===== src/rtl/lsc_regs.svh =====
// offsets, field positions, reset value and timing counts of the first light configuration register
`ifndef LSC_REGS_SVH
`define LSC_REGS_SVH

`define LSC_CMD_CONFIG_FIRST 8'h00
`define LSC_CFG_RESET 8'h01
`define LSC_BIT_RSVD 7
`define LSC_IT_MSB 6
`define LSC_IT_LSB 4
`define LSC_BIT_MODE 3
`define LSC_BIT_TRIG 2
`define LSC_BIT_IRQ 1
`define LSC_BIT_PD 0
`define LSC_RD_IDLE 8'h00

`define LSC_CLK_PERIOD_NS 20
`define LSC_IT_BASE_NS 3125000
`define LSC_IT_CYCLES_BASE (`LSC_IT_BASE_NS / `LSC_CLK_PERIOD_NS)
`define LSC_IT_CNT_W 26

`endif


===== src/rtl/lsc_pkg.sv =====
// types shared by the light configuration register logic
package lsc_pkg;
  typedef logic [2:0] lsc_it_code_t;
  typedef enum logic {LSC_MODE_AUTO, LSC_MODE_FORCED} lsc_mode_e;
  typedef enum logic {MS_IDLE, MS_RUN} lsc_meas_state_e;
endpackage


===== src/rtl/lsc_meas_timer.sv =====
// integration-time timer for one measurement cycle
`include "lsc_regs.svh"
module lsc_meas_timer #(
  parameter int unsigned BASE_CYCLES = `LSC_IT_CYCLES_BASE,
  parameter int CNT_W = `LSC_IT_CNT_W
) (
  input wire logic clk,
  input wire logic rst_n,
  input wire logic start,
  input wire logic abort,
  input wire lsc_pkg::lsc_it_code_t it_sel,
  output logic busy,
  output logic done
);
  lsc_pkg::lsc_meas_state_e state_q, state_d;
  logic [CNT_W-1:0] cnt_q, cnt_d;
  logic [CNT_W-1:0] run_len_q, run_len_d;
  lsc_pkg::lsc_it_code_t it_q, it_d;
  logic done_q, done_d;
  logic [CNT_W-1:0] len;

  // length doubles per code; base cycles are one 3.125 ms step
  assign len = CNT_W'(BASE_CYCLES) << it_sel;

  always_comb
  begin
    state_d = state_q;
    cnt_d = cnt_q;
    it_d = it_q;
    done_d = 1'b0;
    run_len_d = run_len_q;
    unique case (state_q)
      lsc_pkg::MS_IDLE:
      begin
        if (start && !abort)
        begin
          state_d = lsc_pkg::MS_RUN;
          cnt_d = len - CNT_W'(1);
          it_d = it_sel;
          run_len_d = '0;
        end
      end
      lsc_pkg::MS_RUN:
      begin
        run_len_d = run_len_q + CNT_W'(1);
        if (abort)
          state_d = lsc_pkg::MS_IDLE;
        else if (cnt_q == '0)
        begin
          state_d = lsc_pkg::MS_IDLE;
          done_d = 1'b1;
        end
        else
          cnt_d = cnt_q - CNT_W'(1);
      end
    endcase
  end

  always_ff @(posedge clk or negedge rst_n)
  begin
    if (!rst_n)
    begin
      state_q <= lsc_pkg::MS_IDLE;
      cnt_q <= '0;
      it_q <= '0;
      done_q <= 1'b0;
      run_len_q <= '0;
    end
    else
    begin
      state_q <= state_d;
      cnt_q <= cnt_d;
      it_q <= it_d;
      done_q <= done_d;
      run_len_q <= run_len_d;
    end
  end

  assign busy = (state_q == lsc_pkg::MS_RUN);
  assign done = done_q;
endmodule


===== src/rtl/lsc_config_first.sv =====
// first light configuration register with its measurement control
// Behaviour
// bits 6:4 pick integration time 3.125 ms doubling per code to 400 ms; default 0.
// in forced mode, trigger bit 2 starts one measurement; hardware clears it afterwards.
// bit 1 enables the light channel interrupt; disabled by default.
// bit 0 high keeps sensor shut down (default); low turns it on.
// host clears both power-down halves in one configuration access.
// host writes reserved bit 7 only as 0.
// register holds 0x01 after power-up, sensor in shutdown.
// register sits at command code 0x00, selected by an 8-bit command code.
`include "lsc_regs.svh"
module lsc_config_first #(
  parameter int unsigned IT_BASE_CYCLES = `LSC_IT_CYCLES_BASE,
  parameter int IT_CNT_W = `LSC_IT_CNT_W
) (
  input wire logic clk,
  input wire logic resetn,
  input wire logic [7:0] cmd_code,
  input wire logic wr_en,
  input wire logic [7:0] wr_data,
  input wire logic rd_en,
  output logic [7:0] rd_data,
  output logic rd_hit,
  input wire logic power_down_high_half,
  output lsc_pkg::lsc_it_code_t integration_time_sel,
  output lsc_pkg::lsc_mode_e measure_mode_sel,
  output logic forced_measure_trigger,
  output logic channel_irq_enable,
  output logic power_down_low_half,
  output logic sensor_on,
  output logic meas_busy,
  output logic meas_done
);
  logic rst_meta_q, rst_n;
  logic [7:0] cfg_q, cfg_d;
  logic [7:0] rd_data_q, rd_data_d;
  logic rd_hit_q, rd_hit_d;
  logic wr_seen_q, wr_seen_d;
  logic wr_hit, rd_sel, meas_start, trig_set;
  lsc_pkg::lsc_mode_e mode_now;

  // reset release goes through two flops so every flop leaves reset on the same edge
  always_ff @(posedge clk or negedge resetn)
  begin
    if (!resetn)
    begin
      rst_meta_q <= 1'b0;
      rst_n <= 1'b0;
    end
    else
    begin
      rst_meta_q <= 1'b1;
      rst_n <= rst_meta_q;
    end
  end

  assign wr_hit = wr_en && (cmd_code == `LSC_CMD_CONFIG_FIRST);
  assign rd_sel = rd_en && (cmd_code == `LSC_CMD_CONFIG_FIRST);
  assign mode_now = lsc_pkg::lsc_mode_e'(cfg_q[`LSC_BIT_MODE]);
  // a trigger only sticks when the same write leaves the block in forced mode
  assign trig_set = wr_hit && wr_data[`LSC_BIT_TRIG] && wr_data[`LSC_BIT_MODE];

  assign sensor_on = !cfg_q[`LSC_BIT_PD] && !power_down_high_half;
  // done cycle is skipped so a clearing trigger cannot relaunch a measurement
  assign meas_start = sensor_on && !meas_busy && !meas_done
    && ((mode_now == lsc_pkg::LSC_MODE_AUTO) || cfg_q[`LSC_BIT_TRIG]);

  always_comb
  begin
    cfg_d = cfg_q;
    wr_seen_d = wr_seen_q || wr_hit;
    if (wr_hit)
    begin
      cfg_d = wr_data;
      cfg_d[`LSC_BIT_RSVD] = 1'b0;
      cfg_d[`LSC_BIT_TRIG] = 1'b0;
    end
    else if (meas_done && cfg_q[`LSC_BIT_TRIG])
      cfg_d[`LSC_BIT_TRIG] = 1'b0;
    // a new trigger wins over the end-of-measurement clear
    if (trig_set)
      cfg_d[`LSC_BIT_TRIG] = 1'b1;
  end

  always_comb
  begin
    rd_hit_d = rd_sel;
    rd_data_d = rd_sel ? cfg_q : `LSC_RD_IDLE;
  end

  always_ff @(posedge clk or negedge rst_n)
  begin
    if (!rst_n)
    begin
      cfg_q <= `LSC_CFG_RESET;
      wr_seen_q <= 1'b0;
      rd_data_q <= `LSC_RD_IDLE;
      rd_hit_q <= 1'b0;
    end
    else
    begin
      cfg_q <= cfg_d;
      wr_seen_q <= wr_seen_d;
      rd_data_q <= rd_data_d;
      rd_hit_q <= rd_hit_d;
    end
  end

  lsc_meas_timer #(
    .BASE_CYCLES(IT_BASE_CYCLES),
    .CNT_W(IT_CNT_W)
  ) u_timer (
    .clk(clk),
    .rst_n(rst_n),
    .start(meas_start),
    .abort(!sensor_on),
    .it_sel(cfg_q[`LSC_IT_MSB:`LSC_IT_LSB]),
    .busy(meas_busy),
    .done(meas_done)
  );

  assign rd_data = rd_data_q;
  assign rd_hit = rd_hit_q;
  assign integration_time_sel = cfg_q[`LSC_IT_MSB:`LSC_IT_LSB];
  assign measure_mode_sel = mode_now;
  assign forced_measure_trigger = cfg_q[`LSC_BIT_TRIG];
  assign channel_irq_enable = cfg_q[`LSC_BIT_IRQ];
  assign power_down_low_half = cfg_q[`LSC_BIT_PD];

  // auto mode idles at most the done cycle and the start cycle between runs
  logic [1:0] auto_idle_q, auto_idle_d;

  always_comb
  begin
    auto_idle_d = 2'h0;
    if (sensor_on && (mode_now == lsc_pkg::LSC_MODE_AUTO) && !meas_busy)
      auto_idle_d = auto_idle_q + 2'h1;
  end

  always_ff @(posedge clk or negedge rst_n)
  begin
    if (!rst_n)
      auto_idle_q <= 2'h0;
    else
      auto_idle_q <= auto_idle_d;
  end
endmodule


===== config.mk =====
export PLATFORM = sky130hd
export DESIGN_NAME = lsc_config_first
export DESIGN_NICKNAME = d
export VERILOG_FILES = /design/src/rtl/lsc_pkg.sv /design/src/rtl/lsc_meas_timer.sv /design/src/rtl/lsc_config_first.sv
export VERILOG_INCLUDE_DIRS = /design/src /design/src/rtl
export SDC_FILE = /design/constraint.sdc
export NUM_CORES = 1
export LEC_CHECK = 0
export ABC_CLOCK_PERIOD_IN_PS = 1700
export BUFFER_PORTS_ARGS = -buffer_cell sky130_fd_sc_hd__clkbuf_2
export CAP_MARGIN = 20
export CORE_ASPECT_RATIO = 0.8
export CORE_UTILIZATION = 35
export DETAILED_ROUTE_END_ITERATION = 8
export HOLD_SLACK_MARGIN = 0.06
export PLACE_DENSITY_LB_ADDON = 0.12
export SLEW_MARGIN = 10
export SYNTH_ARGS = -nofsm -noshare
export SYNTH_HDL_FRONTEND = slang
export SYNTH_SLANG_ARGS = --single-unit

===== constraint.sdc =====
create_clock -name clk -period 1.7 [get_ports clk]
set_clock_uncertainty 0.2 [all_clocks]
set_input_delay 0.17 -clock clk [delete_from_list [all_inputs] [get_ports clk]]
set_output_delay 0.17 -clock clk [all_outputs]
set_load 0.05 [all_outputs]

==> impl_metrics.env, run 1 <==
export IMPL_status="finished with violations"
export IMPL_critPathMaxStageDelay_ns=0.52
export IMPL_wirelength_um=13360
export IMPL_setup_violations=28
export IMPL_worst_slew_pin_slew_ns=0.5066
export IMPL_initial_core_util_pct=36.17
export IMPL_avgRoutedWirePerCell_um=19.09
export IMPL_yosysTopAreaCellShare_pct=33.54
export IMPL_synth_nets=409
export IMPL_end_kind="flop"
export IMPL_drtIter0Drc=241
export IMPL_cp_data_required_time_ns=1.68
export IMPL_cp_top_family="compound AO/OA/AOI/OAI gates"
export IMPL_yosys_warnings=0
export IMPL_num_rows=31
export IMPL_finalCriticalPeriod_ns=2.749
export IMPL_vdd_ir_drop_worst_mv=0.6053
export IMPL_grt_pass1_wl_um=19710
export IMPL_slew_headroom_pct=66.07
export IMPL_ys_ff_latch=45
export IMPL_timing_rr_end="u_timer.cnt_q[25]$_DFFE_PN0P_"
export IMPL_synthArstFlopShare_pct=100.0
export IMPL_path_max_fanout=4
export IMPL_synth_largest_area_cell="dfrtp_1"
export IMPL_grt_start_max_net_pins=44
export IMPL_antenna_found_initial=0
export IMPL_power_density_nw_per_um2=674.6
export IMPL_finalHoldViolations=0
export IMPL_drv_cap=0
export IMPL_crit_chain="ha_2 > nor3b_4 > a2111oi_4 > a211oi_4 > o31ai_4 > nand3_2 > o31a_1 > o21a_1"
export IMPL_rsz0062_at_grt="true"
export IMPL_detail_route_antenna_nets=0
export IMPL_drc=0
export IMPL_final_common_cell="buf_4"
export IMPL_synthFlopType="dfrtp_1"
export IMPL_numCtsBuffers=5
export IMPL_start_kind="flop"
export IMPL_layout_nets=616
export IMPL_cts_sinks=45
export IMPL_fmax_mhz=363.7
export IMPL_synthTopCellsByArea="dfrtp_1, nand2_1, o21ai_0, ha_1, xnor2_1"
export IMPL_crit_type="flop to flop"
export IMPL_place_detailed_hpwl_um=8724
export IMPL_cts_max_path_buffers=2
export IMPL_via_count=3739
export IMPL_crit_arrival_ns=2.73
export IMPL_viasPerCell=5.341
export IMPL_slew_violations=0
export IMPL_synth_avg_cell_area_sq_um=8.709
export IMPL_grt_pass1_vias=3675
export IMPL_place_gp_congestion=0.8993
export IMPL_reg2regPathDepth=8
export IMPL_synth_edf_count=0
export IMPL_chipWidth_um=110.3
export IMPL_clk_latency_ns=0.30
export IMPL_timing_final_ws_setup_ns=-1.049
export IMPL_core_area_sq_um=9076
export IMPL_final_layout_size_suffix_gt1_share_pct=56.41
export IMPL_syn_area_sq_um=3283
export IMPL_min_period_over_period_pct=161.7
export IMPL_first_pass_iters=5
export IMPL_clk_pin_slew_worst_paths_ns=0.07
export IMPL_r2r_setup_slack_ns=-1.05
export IMPL_tritoncts="built"
export IMPL_stdcell_count=700
export IMPL_cts_root_buffer="clkbuf_16"
export IMPL_worstReg2RegStart="cfg_q[4]$_DFFE_PN0P_"
export IMPL_critical_path_buf_inv_count=0
export IMPL_die_area_sq_um=9774
export IMPL_syn_to_final_growth_pct=78.85
export IMPL_synth_cells=377
export IMPL_num_antenna_cells=0
export IMPL_grt_ovfl_total=0
export IMPL_p_leak_uw=0.002587
export IMPL_pre_cts_slack_ns=-1.233
export IMPL_track_usage_pct=27.47
export IMPL_synth_cell_type_count=65
export IMPL_crit_path_start="cfg_q[4]$_DFFE_PN0P_"
export IMPL_worst_path_stages=8
export IMPL_dp_cells=640
export IMPL_crit_end="u_timer.cnt_q[25]$_DFFE_PN0P_"
export IMPL_io_buffer_count=37
export IMPL_mostFrequentLayoutCells="buf_4, nand2_1, dfrtp_1"
export IMPL_die_h_um=88.63
export IMPL_slowest_stage="dfrtp_4"
export IMPL_cts_max_level=2
export IMPL_fillers=729
export IMPL_synth_seq_area_share_pct=34.34
export IMPL_ios=40
export IMPL_hold_path_class="flop to asynchronous set/reset pin"
export IMPL_violations="negative setup slack"
-- power breakdown --
part | switching (uW) | total, uW | internal [uW]
registers | 119 | 1290 | 1170
logic | 838 | 1670 | 831
clock network | 458 | 1010 | 547
total | 1420 | 3960 | 2550
-- synth_stat cells (all sizes together) (5+ instances only) --
| cell type | count |
|---|---|
| xor2 | 5 |
| mux2 | 6 |
| nor2 | 15 |
| mux2i | 7 |
| clkbuf | 6 |
| nand3 | 11 |
| ha | 11 |
| nor2b | 12 |
| a21oi | 18 |
| nand2 | 47 |
| buf | 12 |
| o21ai | 40 |
| dfrtp | 44 |
| o31ai | 14 |
| and2 | 11 |
| inv | 8 |
| nor3 | 8 |
| xnor2 | 12 |
| nor4 | 10 |
| nand2b | 14 |
-- state kept, by name, indices dropped and copies added (netlist names) --
name and flops:
u_timer.cnt_q 26, u_timer.busy 1, rd_data 7, rd_hit 1
rst_meta_q 1, cfg_q 7, rst_n 1, u_timer.done 1
-- worst reg2reg max path: stages, from the launching register on --
cell,delay (ns)
dfrtp_4,0.52
ha_2,0.23
nor3b_4,0.17
a2111oi_4,0.38
a211oi_4,0.16
o31ai_4,0.29
nand3_2,0.11
o31a_1,0.37
o21a_1,0.21
-- layer usage --
metal	track usage (%)	vias to the layer above	share of wire, %
met2	44.55	128	46
met3	4.418	20	5.8
li1	-	1765	-
met1	39.23	1826	47
met5	0	-	0
met4	4.187	0	1.5
-- cell families (layout without fill, tap and decap cells) --
| kind of cell | after synthesis | in the layout | share of synthesized area, % |
|---|---|---|---|
| xor gates and xnor gates | 17 | 17 | 4.535 |
| other | 2 | 2 | 0.2287 |
| AOI/OAI and AO/OA | 109 | 109 | 23.06 |
| and+or+nand+nor | 154 | 154 | 25.34 |
| adders and majority gates | 11 | 11 | 4.192 |
| DFF | 45 | 45 | 34.34 |
| buffers and inverters | 26 | 234 | 4.116 |
| muxes | 13 | 13 | 4.192 |
-- metrics by stage --
stage | instance area, sq um | hold WS [ns] | TNS [ns] | power, uW | util [%]
final | 5872 | 0.04712 | -23.44 | 3961 | 64.70
after global routing | 5872 | 0.07266 | -25.68 | 4134 | 64.70
after CTS | 5465 | 0.06017 | -21.72 | 3750 | 60.22
after detailed placement | 4603 | -0.2433 | -27.60 | 2500 | 50.72
after global placement | 4603 | -0.2441 | -25.95 | 2490 | 50.72
after floorplan | 3379 | -0.3256 | -23.03 | 1912 | -
-- cell type report --
cell class	count	area (sq um)	share of cell area (%)
clock inverter	2	15.01	0.2557
timing repair buffer	218	1752	29.83
clock buffer	6	128.9	2.195
sequential	45	1141	19.43
multi-input combinational	306	2646	45.07
tap	115	143.9	2.450
inverter	8	45.04	0.7671
-- how the worst min path moves through the flow --
stage / start / endpoint / slack [ns] / depth (start not counted)
after global routing: rst_n$_DFF_PN0_ / cfg_q[2]$_DFFE_PN0P_ / 0.07 / 1
after CTS: rst_n$_DFF_PN0_ / u_timer.busy$_DFF_PN0_ / 0.06 / 1
after detailed placement: resetn / rst_meta_q$_DFF_PN0_ / -0.24 / 1
after floorplan: resetn / rst_meta_q$_DFF_PN0_ / -0.33 / 0
after global placement: resetn / rst_meta_q$_DFF_PN0_ / -0.24 / 1
final: rst_n$_DFF_PN0_ / cfg_q[2]$_DFFE_PN0P_ / 0.05 / 1
-- repair_timing --
action                     in CTS  in global routing
hold buffers                   12                  0
pin swaps                      26                 32
resized for setup              86                 69
gates cloned                    1                  2
hold endpoints to repair       11                  0
setup endpoints to repair      29                 30
setup buffers                  20                 23
Power figures use the tool's default switching activity.
==> run 2: changes to the inputs <==
CELL_PAD_IN_SITES_DETAIL_PLACEMENT = 0   (was default)
CELL_PAD_IN_SITES_GLOBAL_PLACEMENT = 1   (was default)
==> run 2 against run 1 <==
The run still ends with negative setup slack left. Fmax is 1.4% lower. Largest power group unchanged. Worst hold slack better by 0.028 ns. Die area stayed put. Setup slack worse by 0.039 ns. Wire length is 0.32% higher. Flip-flop and latch count stayed put. Final area is 2.3% higher. Global-route usage is 1.1 points higher. Critical path type unchanged.
==> impl_metrics.env, run 2 (same netlist as run 1, synthesis figures left out) <==
export IMPL_grt_pass1_vias=3647
export IMPL_place_gp_congestion=0.9342
export IMPL_core_area_sq_um=9076
export IMPL_grt_use_met2_pct=46.58
export IMPL_power_density_nw_per_um2=686.7
export IMPL_worstReg2RegStart="cfg_q[4]$_DFFE_PN0P_"
export IMPL_multi_input_area_sq_um=2551
export IMPL_seqCellArea_sq_um=1141
export IMPL_tritoncts="built"
export IMPL_cts_root_buffer="clkbuf_16"
export IMPL_cp_data_required_time_ns=1.73
export IMPL_initial_core_util_pct=36.17
export IMPL_fmax_mhz=358.7
export IMPL_mostFrequentLayoutCells="buf_4, nand2_1, dfrtp_1"
export IMPL_r2r_setup_slack_ns=-1.09
export IMPL_clk_latency_ns=0.29
export IMPL_status="finished with violations"
export IMPL_wirelength_um=13410
export IMPL_fillers=738
export IMPL_grt_ovfl_total=0
export IMPL_final_common_cell="buf_4"
export IMPL_detail_route_antenna_nets=0
export IMPL_cts_max_level=2
export IMPL_drc=0
export IMPL_grt_pass1_wl_um=20400
export IMPL_syn_to_final_growth_pct=83.04
export IMPL_hold_path_class="flop to asynchronous set/reset pin"
export IMPL_crit_type="flop to flop"
export IMPL_via_count=3770
export IMPL_utilization_pct=66.21
export IMPL_viasPerCell=5.207
export IMPL_timing_final_ws_setup_ns=-1.088
export IMPL_crit_path_start="cfg_q[4]$_DFFE_PN0P_"
export IMPL_place_detailed_hpwl_um=9455
export IMPL_clk_pin_slew_worst_paths_ns=0.07
export IMPL_cts_sinks=45
export IMPL_avgRoutedWirePerCell_um=18.52
export IMPL_violations="negative setup slack"
export IMPL_layout_nets=639
export IMPL_finalPower_uw=4127
export IMPL_chipWidth_um=110.3
export IMPL_die_area_sq_um=9774
export IMPL_drv_cap=0
export IMPL_setup_violations=28
export IMPL_min_period_over_period_pct=164.0
export IMPL_rsz0062_at_grt="true"
export IMPL_p_leak_uw=0.002719
export IMPL_vdd_ir_drop_worst_mv=0.3753
export IMPL_finalCriticalPeriod_ns=2.788
export IMPL_gr_usage_met1_pct=38.79
export IMPL_start_kind="flop"
export IMPL_finalHoldViolations=0
export IMPL_io_buffer_count=37
export IMPL_grt_start_max_net_pins=26
export IMPL_globalRouteMet3Util_pct=5.891
export IMPL_grt_busiest_layer="met2"
export IMPL_antenna_found_initial=1
export IMPL_largest_reg_flops=26
export IMPL_top_register="u_timer.cnt_q"
export IMPL_first_pass_iters=4
export IMPL_end_kind="flop"
export IMPL_pre_cts_slack_ns=-1.316
export IMPL_slew_violations=0
export IMPL_track_usage_pct=28.56
export IMPL_numCtsBuffers=5
export IMPL_die_h_um=88.63
export IMPL_ios=40
export IMPL_final_layout_size_suffix_gt1_share_pct=56.41
export IMPL_cts_max_path_buffers=2
export IMPL_crit_arrival_ns=2.82
export IMPL_num_rows=31
export IMPL_path_max_fanout=4
export IMPL_drtIter0Drc=160
[run 2: changes by cell type in the layout (fill, tap and decap cells not counted), sizes merged]
cell / delta
bufinv: +1
clkbuf: -3
diode: +1
clkinv: +1
buf: +25
clkinvlp: -2
dlygate4sd3: +1
[run 2: layout make-up]
| cell class | instances | share of cell area [%] |
|---|---|---|
| Sequential cell | 45 | 18.99 |
| Inverter | 8 | 0.6663 |
| Antenna cell | 1 | 0.04164 |
| Clock inverter | 2 | 0.5830 |
| Tap cell | 115 | 2.394 |
| Multi-Input combinational cell | 306 | 42.45 |
| Clock buffer | 6 | 2.145 |
| Timing Repair Buffer | 241 | 32.73 |
[run 2: power by group]
group          internal, uW  total, uW  switching (uW)
Combinational           894       1730             839
Sequential             1170       1270            99.1
Clock                   693       1130             433
Total                  2750       4130            1370
[run 2: what timing repair did]
action                                  CTS  global route
hold buffers                             13             0
endpoints found under the hold margin    28             0
resized for setup                       107            54
pin swaps                                56            33
setup buffers                            30            20
cloned                                    1             1
endpoints found under the setup margin   30            31
[run 2: path summary, 6_finish.rpt]
check                                                      to  cells past startpoint
worst min-delay path                   u_timer.busy$_DFF_PN0_                      1
worst min register to register         u_timer.busy$_DFF_PN0_                      1
worst max register to register  u_timer.cnt_q[24]$_DFFE_PN0P_                     13
worst max-delay path            u_timer.cnt_q[24]$_DFFE_PN0P_                     13
max in group asynchronous                cfg_q[0]$_DFFE_PN1P_                      2
min in group clk                             rd_hit$_DFF_PN0_                      3
[run 2: worst max-delay path, stage by stage, from the launching register on]
cell      delay [ns]
dfrtp_4         0.44
inv_4           0.05
ha_4            0.15
nor3b_4         0.15
a21oi_2         0.13
ha_2            0.23
nor2_2          0.06
o31ai_4         0.23
nand3_2         0.14
buf_6           0.15
o211ai_4        0.20
a21oi_2         0.10
or4_1           0.41
nand3_1         0.08
[run 2: routing by layer]
| metal | up-vias | wire, um |
|---|---|---|
| li1 | 1823 | - |
| met1 | 1808 | 6142 |
| met2 | 109 | 6206 |
| met3 | 30 | 762 |
| met4 | 0 | 294 |
| met5 | - | 0 |
[run 2: per-stage QoR]
| stage | hold WS [ns] | TNS (ns) | instances | area [sq um] |
|---|---|---|---|---|
| 6_report | 0.07521 | -23.51 | 724 | 6010 |
| 2_1_floorplan | -0.3256 | -23.03 | 377 | 3379 |
| 3_3_place_gp | -0.2446 | -28.31 | 662 | 4731 |
| 5_1_grt | 0.1254 | -26.41 | 723 | 6007 |
| 4_1_cts | 0.09121 | -22.98 | 708 | 5674 |
| 3_5_place_dp | -0.2411 | -28.37 | 662 | 4731 |
==> run 3: changes to the inputs <==
CORE_MARGIN = 5   (was default)
SETUP_SLACK_MARGIN = 0.5   (was default)
==> run 3 against run 2 <==
The flow finishes with violations (negative hold slack, negative setup slack). Largest cell class unchanged. Sequential share of layout area down 0.16 points. Final area up 1.2%. Utilization up 0.50 points. Critical endpoint unchanged. Wire length down 3.4%. Die area up 17%. Register-to-register slack better by 0.05 ns.
==> impl_metrics.env, run 3 (same netlist as run 1, synthesis figures left out) <==
export IMPL_num_rows=31
export IMPL_ios=40
export IMPL_whs_ns=-0.001548
export IMPL_cts_root_buffer="clkbuf_16"
export IMPL_drtIter0Drc=413
export IMPL_end_kind="flop"
export IMPL_avgRoutedWirePerCell_um=18.48
export IMPL_stdcell_count=701
export IMPL_min_period_over_period_pct=161.1
export IMPL_core_area_sq_um=9115
export IMPL_die_area_sq_um=11430
export IMPL_pre_cts_slack_ns=-1.195
export IMPL_fmax_mhz=365.2
export IMPL_critPathMaxStageDelay_ns=0.54
export IMPL_violations="negative hold slack, negative setup slack"
export IMPL_p_leak_uw=0.002680
export IMPL_grt_pass1_wl_um=20470
export IMPL_rsz0062_at_grt="true"
export IMPL_mostFrequentLayoutCells="buf_4, nand2_1, dfrtp_1"
export IMPL_place_gp_congestion=0.9207
export IMPL_final_common_cell="buf_4"
export IMPL_wirelength_um=12950
export IMPL_path_max_fanout=8
export IMPL_numCtsBuffers=5
export IMPL_reg2regPathDepth=10
export IMPL_detail_route_antenna_nets=0
export IMPL_initial_core_util_pct=36.02
export IMPL_tritoncts="built"
export IMPL_grt_ovfl_total=0
export IMPL_status="finished with violations"
export IMPL_crit_type="flop to flop"
export IMPL_critical_path_buf_inv_count=3
export IMPL_grt_pass1_vias=3819
export IMPL_worstReg2RegStart="u_timer.busy$_DFF_PN0_"
export IMPL_cts_max_level=2
export IMPL_crit_chain="buf_12 > buf_12 > buf_4 > o21ba_2 > a21oi_1 > or2_1 > nor3_2 > nand3_1 > or4_1 > nand3_2"
export IMPL_num_antenna_cells=0
export IMPL_io_buffer_count=37
export IMPL_power_density_nw_per_um2=668.0
export IMPL_r2r_setup_slack_ns=-1.04
export IMPL_largest_reg_flops=26
export IMPL_timing_final_ws_setup_ns=-1.038
export IMPL_vdd_ir_drop_worst_mv=0.4516
export IMPL_dp_cells=639
export IMPL_cp_data_required_time_ns=1.74
export IMPL_chipWidth_um=118.3
export IMPL_drc=0
export IMPL_cp_common_cell="buf_12"
export IMPL_hold_path_class="flop to asynchronous set/reset pin"
export IMPL_grt_start_max_net_pins=20
export IMPL_via_count=3723
export IMPL_layout_nets=617
export IMPL_antenna_found_initial=0
export IMPL_cts_max_path_buffers=2
export IMPL_first_pass_iters=5
export IMPL_place_detailed_hpwl_um=9046
export IMPL_slowest_stage="or4_1"
export IMPL_clk_pin_slew_worst_paths_ns=0.07
export IMPL_viasPerCell=5.311
export IMPL_drv_cap=0
export IMPL_cts_sinks=45
export IMPL_fillers=660
export IMPL_timing_rr_end="u_timer.cnt_q[24]$_DFFE_PN0P_"
export IMPL_setup_violations=29
export IMPL_start_kind="flop"
export IMPL_slew_violations=0
export IMPL_final_layout_size_suffix_gt1_share_pct=54.27
export IMPL_die_h_um=96.63
export IMPL_track_usage_pct=22.25
export IMPL_clk_latency_ns=0.29
export IMPL_finalHoldViolations=5
export IMPL_top_register="u_timer.cnt_q"
export IMPL_cp_top_family="simple AND/OR/NAND/NOR gates"
export IMPL_crit_arrival_ns=2.78
export IMPL_finalCriticalPeriod_ns=2.738
export IMPL_syn_to_final_growth_pct=85.21
-- run 3: cell types whose count changed in the layout (fill, tap and decap cells not counted), sizes merged --
cell	delta
buf	-13
dlygate4sd3	-2
bufbuf	-1
diode	-1
clkbuf	-6
-- run 3: worst reg2reg max path, cell delays in order, from the launching register on --
cell and delay (ns):
dfrtp_4 0.53, buf_12 0.15, buf_12 0.13, buf_4 0.14
o21ba_2 0.23, a21oi_1 0.06, or2_1 0.26, nor3_2 0.22
nand3_1 0.15, or4_1 0.54, nand3_2 0.07
-- run 3: stage by stage --
step | setup TNS (ns) | hold WS [ns] | util (%) | total power (uW) | instance area (sq um)
4_1_cts | -21.64 | 0.01179 | 63.58 | 3935 | 5796
3_5_place_dp | -25.15 | -0.2400 | 50.57 | 2515 | 4609
5_1_grt | -25.98 | 0.03928 | 66.71 | 4271 | 6081
2_1_floorplan | -22.99 | -0.3256 | - | 1916 | 3421
6_report | -22.98 | -0.001548 | 66.71 | 4062 | 6081
3_3_place_gp | -24.65 | -0.2443 | 50.57 | 2515 | 4609
-- run 3: cell type report --
class / count / area, sq um / area share [%]
Multi-Input combinational cell: 306 / 2534 / 41.67
Timing Repair Buffer: 219 / 2052 / 33.74
Sequential cell: 45 / 1145 / 18.83
Tap cell: 115 / 143.9 / 2.366
Clock buffer: 6 / 128.9 / 2.119
Inverter: 8 / 42.54 / 0.6996
Clock inverter: 2 / 35.03 / 0.5761
-- run 3: where the power goes --
part / switching, uW / internal [uW] / total (uW)
combinational: 798 / 858 / 1660
sequential: 109 / 1170 / 1280
clock: 436 / 693 / 1130
-- run 3: routing by layer --
layer | up-vias | routed length (um) | track usage [%]
met2 | 112 | 5911 | 34.89
li1 | 1777 | - | -
met5 | - | 0 | 0
met3 | 25 | 965 | 4.665
met4 | 0 | 203 | 4.409
met1 | 1809 | 5872 | 31.69
-- run 3: repair_timing --
action                                 4_1_cts  5_1_grt
pin swaps                                   28       24
setup endpoints to repair                   48       55
resized for setup                          138       48
cloned                                       1        1
hold buffers                                10        1
setup buffers                               33        8
endpoints found under the hold margin       27       17
-- run 3: worst max-delay path by stage --
| stage | end | cells after the start | start |
|---|---|---|---|
| after detailed placement | u_timer.cnt_q[25]$_DFFE_PN0P_ | 8 | cfg_q[4]$_DFFE_PN0P_ |
| after CTS | u_timer.cnt_q[24]$_DFFE_PN0P_ | 12 | cfg_q[4]$_DFFE_PN0P_ |
| after floorplan | u_timer.cnt_q[22]$_DFFE_PN0P_ | 13 | u_timer.busy$_DFF_PN0_ |
| after global routing | u_timer.cnt_q[22]$_DFFE_PN0P_ | 12 | cfg_q[4]$_DFFE_PN0P_ |
| final | u_timer.cnt_q[24]$_DFFE_PN0P_ | 10 | u_timer.busy$_DFF_PN0_ |
| after global placement | u_timer.cnt_q[25]$_DFFE_PN0P_ | 10 | cfg_q[4]$_DFFE_PN0P_ |
